===== src/hw/nvber_regs.svh =====
// register offsets, field positions, reset values and cause codes of the error reporter
`ifndef NVBER_REGS_SVH
`define NVBER_REGS_SVH

// ==========================================================
// register offsets (byte addresses)
`define NVBER_CTRL_OFS 8'h00
`define NVBER_STAT_OFS 8'h04
`define NVBER_RSTV_OFS 8'h08
`define NVBER_NMIV_OFS 8'h0C

// ==========================================================
// error_control_reg fields
`define NVBER_CTRL_RSTEN_BIT 0
`define NVBER_CTRL_UIE_BIT 1
`define NVBER_CTRL_CIE_BIT 2
`define NVBER_CTRL_RESET 3'h0

// ==========================================================
// error_status_reg fields (write 1 to clear)
`define NVBER_STAT_UFLG_BIT 0
`define NVBER_STAT_CFLG_BIT 1

// ==========================================================
// vector codes
`define NVBER_VEC_NONE 8'h00
`define NVBER_RST_CODE_UNCORR 8'h24
`define NVBER_NMI_CODE_UNCORR 8'h02
`define NVBER_NMI_CODE_CORR 8'h04

// ==========================================================
// reset pulse length in cycles
`define NVBER_RST_PULSE_CYC 4'h4

`endif


===== src/hw/nvber_pkg.sv =====
// types of the error reporter
package nvber_pkg;
    typedef enum logic [1:0] {
        NVBER_IDLE = 2'b00,
        NVBER_RST = 2'b01
    } nvber_state_t;
endpackage


===== src/hw/nvber_top.sv =====
// nonvolatile memory bit error reporting: flags, reset and nmi requests, vectors
// Operation
// uncorrectable error sets uncorrectable flag
// reset enable: uncorrectable error requests reset, cause
// uncorrectable irq enable: raise nmi, load code; here only while reset enable is clear
// correctable irq enable: set flag, nmi, code
// uncorrectable flag survives the caused reset
// software clears both flags via status register
// software disables enables before low power
// software clears flags, restores after wake
// flags stay set until cleared or power-on
//
// Design decisions made here: the register addresses and the plain strobed port.
`timescale 1ns/1ps
`include "nvber_regs.svh"
module nvber_top
    import nvber_pkg::*;
(
    // clock and resets
    input wire logic sys_clk,
    input wire logic reset_n,
    input wire logic por_n,
    // error detector, same clock
    input wire logic uncorr_err,
    input wire logic corr_err,
    // register port
    input wire logic [7:0] reg_addr,
    input wire logic [31:0] reg_wdata,
    input wire logic reg_wr,
    input wire logic reg_rd,
    output logic [31:0] reg_rdata,
    // system reset and nmi
    output logic system_soft_reset,
    output logic nmi_req
);
    // ==========================================================
    // decode
    logic sel_ctrl;
    logic sel_stat;
    logic sel_rstv;
    logic sel_nmiv;
    assign sel_ctrl = reg_addr == `NVBER_CTRL_OFS;
    assign sel_stat = reg_addr == `NVBER_STAT_OFS;
    assign sel_rstv = reg_addr == `NVBER_RSTV_OFS;
    assign sel_nmiv = reg_addr == `NVBER_NMIV_OFS;

    // ==========================================================
    // control register, cleared by any system reset
    logic [2:0] ctrl_r;
    logic uncorrectable_reset_enable;
    logic uncorrectable_irq_enable;
    logic correctable_irq_enable;
    assign uncorrectable_reset_enable = ctrl_r[`NVBER_CTRL_RSTEN_BIT];
    assign uncorrectable_irq_enable = ctrl_r[`NVBER_CTRL_UIE_BIT];
    assign correctable_irq_enable = ctrl_r[`NVBER_CTRL_CIE_BIT];

    always_ff @(posedge sys_clk) begin
        if (!reset_n || system_soft_reset) begin
            ctrl_r <= `NVBER_CTRL_RESET;
        end else if (reg_wr && sel_ctrl) begin
            ctrl_r <= reg_wdata[2:0];
        end
    end

    // ==========================================================
    // flags: power-on reset only, so they survive the soft reset
    logic uncorrectable_err_flag;
    logic correctable_err_flag;
    logic uflag_clr;
    logic cflag_clr;
    logic cflag_set;
    assign uflag_clr = reg_wr & sel_stat & reg_wdata[`NVBER_STAT_UFLG_BIT];
    assign cflag_clr = reg_wr & sel_stat & reg_wdata[`NVBER_STAT_CFLG_BIT];
    assign cflag_set = corr_err & correctable_irq_enable;

    nvber_flag u_uflag (
        .sys_clk(sys_clk),
        .por_n(por_n),
        .set_in(uncorr_err),
        .clr_in(uflag_clr),
        .flag_out(uncorrectable_err_flag)
    );

    nvber_flag u_cflag (
        .sys_clk(sys_clk),
        .por_n(por_n),
        .set_in(cflag_set),
        .clr_in(cflag_clr),
        .flag_out(correctable_err_flag)
    );

    // ==========================================================
    // soft reset sequencer
    nvber_state_t state_r;
    nvber_state_t state_nxt;
    logic [3:0] cnt_r;
    logic [3:0] cnt_nxt;
    logic rst_trig;
    assign rst_trig = uncorr_err & uncorrectable_reset_enable;

    always_comb begin
        state_nxt = state_r;
        cnt_nxt = cnt_r;
        case (state_r)
            NVBER_IDLE: begin
                if (rst_trig) begin
                    state_nxt = NVBER_RST;
                    cnt_nxt = `NVBER_RST_PULSE_CYC - 4'h1;
                end
            end
            NVBER_RST: begin
                if (cnt_r == 4'h0) begin
                    state_nxt = NVBER_IDLE;
                end else begin
                    cnt_nxt = cnt_r - 4'h1;
                end
            end
            default: begin
                state_nxt = NVBER_IDLE;
                cnt_nxt = 4'h0;
            end
        endcase
    end

    always_ff @(posedge sys_clk) begin
        if (!reset_n) begin
            state_r <= NVBER_IDLE;
            cnt_r <= 4'h0;
        end else begin
            state_r <= state_nxt;
            cnt_r <= cnt_nxt;
        end
    end

    assign system_soft_reset = state_r == NVBER_RST;

    // ==========================================================
    // reset cause vector: kept across soft reset so software can read it
    logic [7:0] rstv_r;
    logic rstv_rd;
    assign rstv_rd = reg_rd & sel_rstv;

    always_ff @(posedge sys_clk) begin
        if (!por_n) begin
            rstv_r <= `NVBER_VEC_NONE;
        end else if (rst_trig && state_r == NVBER_IDLE) begin
            rstv_r <= `NVBER_RST_CODE_UNCORR;
        end else if (rstv_rd) begin
            rstv_r <= `NVBER_VEC_NONE;
        end
    end

    // ==========================================================
    // nmi vector: uncorrectable has priority; read clears the pending code
    logic [7:0] nmiv_r;
    logic u_nmi;
    logic c_nmi;
    logic nmiv_rd;
    logic c_load;
    assign u_nmi = uncorr_err & uncorrectable_irq_enable & ~rst_trig;
    assign c_nmi = corr_err & correctable_irq_enable;
    assign nmiv_rd = reg_rd & sel_nmiv;
    // a read that empties a pending uncorrectable code must not swallow a new correctable one
    assign c_load = c_nmi & ((nmiv_r != `NVBER_NMI_CODE_UNCORR) | nmiv_rd);

    always_ff @(posedge sys_clk) begin
        if (!reset_n || system_soft_reset) begin
            nmiv_r <= `NVBER_VEC_NONE;
        end else if (u_nmi) begin
            nmiv_r <= `NVBER_NMI_CODE_UNCORR;
        end else if (c_load) begin
            nmiv_r <= `NVBER_NMI_CODE_CORR;
        end else if (nmiv_rd) begin
            nmiv_r <= `NVBER_VEC_NONE;
        end
    end

    // pending code held means nmi stays requested
    assign nmi_req = nmiv_r != `NVBER_VEC_NONE;

    // ==========================================================
    // read data, one cycle after strobe; unmapped reads zero
    logic [31:0] rd_mux;
    assign rd_mux = sel_ctrl ? {29'h0, ctrl_r} :
                    sel_stat ? {30'h0, correctable_err_flag, uncorrectable_err_flag} :
                    sel_rstv ? {24'h0, rstv_r} :
                    sel_nmiv ? {24'h0, nmiv_r} : 32'h0;

    always_ff @(posedge sys_clk) begin
        if (!reset_n) begin
            reg_rdata <= 32'h0;
        end else if (reg_rd) begin
            reg_rdata <= rd_mux;
        end else begin
            reg_rdata <= 32'h0;
        end
    end
endmodule


===== src/hw/nvber_flag.sv =====
// sticky flag cell: hardware set beats software clear
`timescale 1ns/1ps
module nvber_flag
    import nvber_pkg::*;
(
    // clock and power-on reset
    input wire logic sys_clk,
    input wire logic por_n,
    // set and clear
    input wire logic set_in,
    input wire logic clr_in,
    // state
    output logic flag_out
);
    logic flag_r;
    logic flag_nxt;

    // set wins over a clear in the same cycle
    assign flag_nxt = set_in | (flag_r & ~clr_in);
    assign flag_out = flag_r;

    always_ff @(posedge sys_clk) begin
        if (!por_n) begin
            flag_r <= 1'b0;
        end else begin
            flag_r <= flag_nxt;
        end
    end
endmodule


===== config.mk =====
export PLATFORM = sky130hd
export DESIGN_NAME = nvber_top
export DESIGN_NICKNAME = d
export VERILOG_FILES = /design/src/hw/nvber_pkg.sv /design/src/hw/nvber_top.sv /design/src/hw/nvber_flag.sv
export VERILOG_INCLUDE_DIRS = /design/src /design/src/hw
export SDC_FILE = /design/constraint.sdc
export NUM_CORES = 1
export LEC_CHECK = 0
export BUFFER_PORTS_ARGS = -buffer_cell sky130_fd_sc_hd__clkbuf_2
export CORE_MARGIN = 2
export CORE_UTILIZATION = 38
export CTS_CLUSTER_DIAMETER = 120
export DETAILED_ROUTE_END_ITERATION = 12
export PLACE_DENSITY = 0.8
export SKIP_LAST_GASP = 1
export SYNTH_ARGS = -nofsm -noshare
export SYNTH_HDL_FRONTEND = slang
export SYNTH_SLANG_ARGS = --single-unit

===== constraint.sdc =====
create_clock -name sys_clk -period 1.6 [get_ports sys_clk]
set_input_delay 0.32 -clock sys_clk [delete_from_list [all_inputs] [get_ports sys_clk]]
set_output_delay 0.32 -clock sys_clk [all_outputs]
set_load 0.1 [all_outputs]

======== Yosys cells after proc, flatten, opt, wreduce, memory -nomap -nowiden ========
Index checks and enable logic that the tools add are counted.
storage, ports and cells
  register bits ........................... 45
  input port bits ......................... 47
  output and inout port bits .............. 34
  logic and storage cells ................. 72
cells by class
  $add $sub $neg .......................... 1
  equality and inequality tests ........... 8
  multiplexer cells ....................... 15
  bitwise gates (word level) .............. 20
  reductions and logical operators ........ 17
operators by type and width
  kind                 count
  $mux 6               3
  $eq 8x4->1 const B   2
  $mux 3               5
  $and 1x1->1          12
  $eq 8x3->1 const B   1
  $logic_not 8->1      1
  $mux 4               2
  $pmux 4 s2           1
  $reduce_bool 8->1    1
  $mux 2               3
  $reduce_and 2->1     3
  $not 1->1            5
  $reduce_or 5->1      1
  $logic_not 4->1      1
  $ne 2x1->1 const B   2
  $ne 2x2->1 const B   2
  $pmux 2 s2           1
  $reduce_bool 2->1    2
  $reduce_or 4->1      1
  $sub 4x1->4 const B  1
  $or 1x1->1           3
  $reduce_bool 3->1    1
  $eq 2x1->1 const B   1
  $logic_and 1x1->1    2
  4 further kinds      4

======== Longest topological paths before layout ========
Gate-level depths: netlist of the first run.
  depth after elaboration ................. 6
  depth in mapped cells ................... 6
  gate-level depth less buffers ........... 6

======== Modules after synthesis ========
From an unflattened synthesis of the first run, not the netlist that was laid out.
unflattened totals
  cell total of the unflattened synthesis .. 118
  area total of the unflattened synthesis .. 1034.7 um^2
by module, submodules not included
  module      times used  cells an instance  area an instance (um^2)  seq. area each (um^2)
  nvber_top   1           112                952.2                    300.3
  nvber_flag  2           3                  41.3                     20.0

======== Worst setup path after synthesis of the first run ========
Ideal clock, no wire load.
  kind .................................... register to register
  from .................................... register state_r[0]
  to ...................................... register cnt_r[3]
  setup time .............................. 0.074 ns
  data arrival time ....................... 1.717 ns
  slack ................................... -0.191 ns
  stages on the path, launching flop included .. 4
  clock period less this slack ............ 1.791 ns
  path through ............................ dfxtp_1 > nand2_1 > or3_1 > a31oi_1
between the ends
  longest elaborated chain between the ends .. 3
  elaborated cells between the ends (all ways) .. 6
RTL lines
  item                                           line              RTL
  start: declaration                             nvber_top.sv:94   nvber_state_t state_r;
  start signal: assignment                       nvber_top.sv:130  state_r <= state_nxt;
  $eq 2x1->1 or $logic_not 2->1 (tied branches)  nvber_top.sv:104  case (state_r)
  $ne 2x2->1 (no source line)                    --
  $reduce_and 2->1 (no source line)              --
  end signal: assignment                         nvber_top.sv:131  cnt_r <= cnt_nxt;
  end: declaration                               nvber_top.sv:96   logic [3:0] cnt_r;
Parallel ways exist; a longest one is shown, timed or not.
A chain may end at the register's enable or synchronous reset.

======== Worst setup path in the final report of the first run ========
  from .................................... register nmiv_r[2]
  to ...................................... output nmi_req
between the ends
  longest elaborated chain between the ends .. 1
RTL lines
  item                                line              RTL
  start: declaration                  nvber_top.sv:155  logic [7:0] nmiv_r;
  start signal: assignment            nvber_top.sv:168  nmiv_r <= `NVBER_VEC_NONE;
  start signal: assignment            nvber_top.sv:170  nmiv_r <= `NVBER_NMI_CODE_UNCORR;
  start signal: assignment            nvber_top.sv:172  nmiv_r <= `NVBER_NMI_CODE_CORR;
  $reduce_bool 8->1 (no source line)  --
  end: declaration                    nvber_top.sv:34   output logic nmi_req
No other way between the ends.

==> metrics.cfg, run 1 <==
[critical_path]
r2r_slack_ps=100
reg2reg_from=cnt_r[0]$_SDFFE_PN0P_
critPathSlowestCell=dfxtp_1
cp_max_fo=4
crit_type=reg2out
endpoint_kind=primary output
slowest_delay_ps=360
cp.buffers_inverters=1
startpoint_type=flip-flop
worstPathRequired_ps=1280
arrival_ps=1200
worstPathCellList=or2_2 > buf_4
reg2reg_to=cnt_r[0]$_SDFFE_PN0P_
critPathTopFamily=flip-flops
reg2reg_depth=6

[synth]
yosys.area.top_type=dfxtp_1
ys_warn_count=0
ys_async_sr_fraction=0
synth_edf_count=0
syn_area_per_cell_um2=8.63
synthFlopType=dfxtp_1
synthesis.area_um2=1010
synth_top_cell_area_share=0.337
synthCells=117
synth_area_leaders=dfxtp_1 34%, buf_4 21%, mux2i_1 5.0%
synth_cell_types=31
synth_seq_cells=17
synth_seq_area_share=0.337

[clock_network]
root_buffer=clkbuf_4
clock_latency_ps=300
cts_tree=yes
clock_path_buffers=2
htreeDepth=1
cts.sinks=17
postCtsSetupBuffers=0
cts_buffers=3
cts.reportedPaths.clkPinSlew_ps=100

[detailed_routing]
drcViolationCount=0
drt_iter0_drc=18
viasPerCell=4.77
num_vias=815
drt_wl_total_um=1850
final_antenna_net_count=0
firstDrtPassIters=4
wl_per_cell_um=10.8

[floorplan]
die_y_um=55.5
die_x_um=55.5
pin_count=81
rows=18
core_um2=2500
die_area_um2=3090
start_util=0.404

[finish]
diodes=0
layout-drive-gt1-share=0.241
final_cell_count_no_fill=171
num-fill-cells=258
syn2layout_area_growth_pct=7.06
num-nets-final=191

[pwr]
totalPowerFinal_mw=0.999
leakagePower_nw=0.536
vdd_drop_max_v=0.000595
power.density_nw_per_um2=924

[timing]
skew_ps=9.50
period_minus_slack_ps=1520
post-route-period-util=0.949
hold_viol_final=0
maxSlewHeadroom=0.638
setup_violations=0
rsz0062_at_grt=false
slew_viol_final=0
worst_pin_slew_ps=546
setup_tns_ps=0
timing.fmax_mhz=659

[placed_design]
placed_cells=167
gp_congestion=0.822
port_buffers=23
hpwl_um=1480

[global_route]
overflow=0
grt_max_degree=11
antenna_found_initial=0
grtUsageTotal=0.118
grt_pass1_wl_um=2900
grt_pass1_vias=708

[run_status]
status=completed

[worst_hold_path]
hold_depth=3
hp-class=in2reg
min-delay-start=reg_wdata[2]
hold_end=ctrl_r[2]$_SDFFE_PP0P_

[run]
drv_cap=0

[cells by family after synthesis]
| logic type | after synthesis | share of synthesized area |
|---|---|---|
| other | 1 | 0.00371 |
| buffers and inverters | 34 | 0.230 |
| adder cells (fa/ha/maj) | 2 | 0.0248 |
| AO/OA/AOI/OAI | 16 | 0.107 |
| flip-flops | 17 | 0.337 |
| multiplexers | 6 | 0.0607 |
| XOR/XNOR | 1 | 0.00868 |
| AND/OR/NAND/NOR | 40 | 0.228 |
[layout make-up]
cell class,instances,area [um^2],area share
Tap cell,30,37.5,0.0347
Inverter,4,15.0,0.0139
Timing Repair Buffer,23,118,0.109
Sequential cell,17,343,0.317
Clock buffer,3,22.5,0.0208
Multi-Input combinational cell,93,541,0.500
Clock inverter,1,5.00,0.00463
[synthesized netlist by cell type, types with 3 or more instances]
cell      instances
buf_4            28
dfxtp_1          17
nand3_1           8
nor2_1            7
nand2_1           6
mux2i_1           5
a21oi_1           4
inv_1             4
nand2b_1          3
nand4_1           3
o21ai_0           3
[where the power goes]
group | switching [mW] | leakage [nW] | internal (mW)
Clock | 0.138 | 0.0177 | 0.0931
Sequential | 0.00120 | 0.138 | 0.425
Combinational | 0.316 | 0.380 | 0.0259
Total | 0.455 | 0.536 | 0.544
[layer usage]
layer | share of wire | routed length (um) | track usage
met1 | 0.43 | 795 | 0.133
met2 | 0.49 | 898 | 0.197
met3 | 0.078 | 144 | 0.0585
met4 | 0.0065 | 12 | 0.0314
met5 | 0 | 0 | 0
[worst min-delay path, delay by kind of cell]
family	cells	cell delay, ps
buf+inv	1	80
mux	1	50
simple gates	1	70
[sequential cells by signal (all words and copies together) (netlist names)]
| register | flops |
|---|---|
| reg_rdata | 4 |
| u_uflag.flag_out | 1 |
| ctrl_r | 3 |
| state_r | 1 |
| u_cflag.flag_out | 1 |
| cnt_r | 4 |
| nmiv_r | 2 |
| rstv_r | 1 |
[per-stage QoR]
step	cell area, um^2	hold slack [ps]	worst slack (ps)	util
2_1_floorplan	1110	426	191	-
3_3_place_gp	1050	440	147	0.419
3_5_place_dp	1050	443	101	0.419
4_1_cts	1080	255	26.1	0.431
5_1_grt	1080	264	25.0	0.432
6_report	1080	254	81.7	0.432
[worst max path at each step]
stage | startpoint | to | cells past startpoint
floorplan | cnt_r[0]$_SDFFE_PN0P_ | cnt_r[3]$_SDFFE_PN0P_ | 6
global placement | reg_addr[5] | ctrl_r[0]$_SDFFE_PP0P_ | 5
detailed placement | cnt_r[0]$_SDFFE_PN0P_ | cnt_r[1]$_SDFFE_PN0P_ | 6
CTS | nmiv_r[2]$_SDFFE_PP0P_ | nmi_req | 2
global route | cnt_r[1]$_SDFFE_PN0P_ | cnt_r[3]$_SDFFE_PN0P_ | 6
finish | nmiv_r[2]$_SDFFE_PP0P_ | nmi_req | 2
[cells in the final DEF, fill, tap and decap left out]
cell,n
buf_4,1
a21oi_2,1
clkinv_2,1
nor2_1,7
nand2_1,5
clkbuf_4,3
clkbuf_2,22
mux2_2,1
conb_1,28
ha_1,2
a21boi_0,2
mux2i_1,5
xnor2_1,1
a21o_1,1
dfxtp_1,15
o21a_1,2
nand2b_1,3
or3_1,2
nand4b_1,2
nor3_1,2
dfxtp_2,2
nand3b_1,2
nand4_1,3
or2_2,1
nor4_4,1
or3b_1,1
nand2_2,1
a21oi_1,4
nand3_1,8
and3_1,1
and2_1,1
o21ai_0,3
inv_1,4
o211a_1,2
a31oi_1,1
[repair_timing]
action | 4_1_cts | 5_1_grt
hold buffers | 0 | 0
gates resized for setup | 1 | 3
setup endpoints to repair | 1 | 4
pin swaps | 0 | 0
hold endpoints to repair | 0 | 0
(Power assumes the default switching activity.)
==> run 2, diff against run 1 <==
--- a/config.mk
+++ b/config.mk
@@ -7,6 +7,7 @@
 export NUM_CORES = 1
 export LEC_CHECK = 0
 export BUFFER_PORTS_ARGS = -buffer_cell sky130_fd_sc_hd__clkbuf_2
+export CORE_ASPECT_RATIO = 1.25
 export CORE_MARGIN = 2
 export CORE_UTILIZATION = 38
 export CTS_CLUSTER_DIAMETER = 120
==> run 2 against run 1 <==
Critical path depth is the same; power decreased by 0.39%; largest power group unchanged; worst hold slack improved by 15 ps.
==> metrics.cfg, run 2 (synthesized netlist as in run 1, its figures left out) <==
[pwr]
leakagePower_nw=0.534
vdd_drop_max_v=0.000720
power.density_nw_per_um2=919

[critical_path]
slowest_delay_ps=360
cp.depth=2
worstPathCellList=or2_2 > clkbuf_4
critPathTopFamily=flip-flops
reg2reg_depth=6
critPathSlowestCell=dfxtp_1
worstPathRequired_ps=1280
cp-endpoint=nmi_req
crit_type=reg2out
cp_max_fo=4
startpoint_type=flip-flop
cp.buffers_inverters=1
reg2reg_from=cnt_r[0]$_SDFFE_PN0P_
worstSetupStartpoint=nmiv_r[2]$_SDFFE_PP0P_
arrival_ps=1220
endpoint_kind=primary output
r2r_slack_ps=100
reg2reg_to=cnt_r[1]$_SDFFE_PN0P_

[run]
drv_cap=0

[floorplan]
die_y_um=61.6
start_util=0.408
die_area_um2=3090
core_um2=2480
rows=20
pin_count=81
die_x_um=50.1

[placed_design]
place_area_um2=1050
placed_cells=170
hpwl_um=1470
gp_congestion=0.825
place_ws_ps=104
port_buffers=23

[finish]
syn2layout_area_growth_pct=7.31
final_area_um2=1080
layout.cells.most_common=conb_1
diodes=0
num-nets-final=191
num-fill-cells=273
layout_top_registers=cnt_r x4, reg_rdata x4, ctrl_r x3
final_cell_count_no_fill=174
layout-drive-gt1-share=0.234
final_cell_mix=28 x conb_1, 22 x clkbuf_2, 16 x dfxtp_1

[detailed_routing]
viasPerCell=4.55
final_antenna_net_count=0
drt_wl_total_um=1800
drcViolationCount=0
num_vias=791
wl_per_cell_um=10.3
drt_iter0_drc=7
firstDrtPassIters=4

[global_route]
grt_pass1_vias=653
grt_max_degree=11
grt_pass1_wl_um=2630
grtUsageTotal=0.113
overflow=0
antenna_found_initial=0

[timing]
timing.fmax_mhz=650
final.setup.worst_slack_ps=60.6
rsz0062_at_grt=false
worst_pin_slew_ps=541
skew_ps=9.70
slew_viol_final=0
period_minus_slack_ps=1540
hold_viol_final=0
maxSlewHeadroom=0.641
fin_hold_ws_ps=269
post-route-period-util=0.962
setup_tns_ps=0
setup_violations=0

[worst_hold_path]
hp-class=in2reg

[clock_network]
cts.reportedPaths.clkPinSlew_ps=110
htreeDepth=1
cts_tree=yes
root_buffer=clkbuf_4
clock_latency_ps=290
postCtsHoldBufs=0
postCtsSetupBuffers=0
cts.sinks=17
clock_path_buffers=2
cts_buffers=3

[run_status]
status=completed

[run 2: cell count changes in the layout (fill, tap and decap cells not counted)]
| cell | delta |
|---|---|
| dfxtp_1 | +1 |
| dfxtp_2 | -1 |
| buf_4 | -1 |
| clkbuf_4 | +1 |
[run 2: final cells by class]
cell class                      count  area [um^2]  share of cell area
Multi-Input combinational cell     93          541               0.499
Sequential cell                    17          342               0.315
Timing Repair Buffer               23          118               0.109
Tap cell                           33         41.3              0.0381
Clock buffer                        3         22.5              0.0208
Inverter                            4         15.0              0.0139
Clock inverter                      1         5.00             0.00462
[run 2: worst min path at each step]
stage / from / endpoint / depth (start not counted)
2_1_floorplan: rstv_r[2]$_SDFFE_PN0P_ / reg_rdata[5]$_SDFF_PP0_ / 2
3_3_place_gp: rstv_r[2]$_SDFFE_PN0P_ / reg_rdata[5]$_SDFF_PP0_ / 2
3_5_place_dp: rstv_r[2]$_SDFFE_PN0P_ / reg_rdata[5]$_SDFF_PP0_ / 2
4_1_cts: por_n / u_uflag.flag_out$_SDFF_PN0_ / 2
5_1_grt: por_n / u_uflag.flag_out$_SDFF_PN0_ / 2
6_report: por_n / u_uflag.flag_out$_SDFF_PN0_ / 2
[run 2: stage by stage]
| step | utilization | total power, mW |
|---|---|---|
| 3_5_place_dp | 0.424 | 0.775 |
| 2_1_floorplan | - | 0.797 |
| 5_1_grt | 0.437 | 1.03 |
| 6_report | 0.437 | 0.995 |
| 4_1_cts | 0.436 | 1.01 |
| 3_3_place_gp | 0.424 | 0.773 |
[run 2: timing repair]
action,CTS,global route
gates cloned,0,0
setup endpoints to repair,1,2
gates resized for setup,1,1
[run 2: report_power, final]
group | internal, mW | leakage, nW | total [mW] | switching, mW
combinational | 0.0259 | 0.379 | 0.341 | 0.315
clock | 0.0927 | 0.0177 | 0.228 | 0.135
sequential | 0.425 | 0.138 | 0.426 | 0.000995
total | 0.543 | 0.534 | 0.995 | 0.452
[run 2: metal layers]
metal  wire length, um  share of wire  GRT usage  vias up
li1                  -              -          -      393
met1               732           0.41      0.125      367
met2               921           0.51      0.205       29
met3               127          0.071     0.0267        2
met4                13         0.0072     0.0595        0
met5                 0              0          0        -
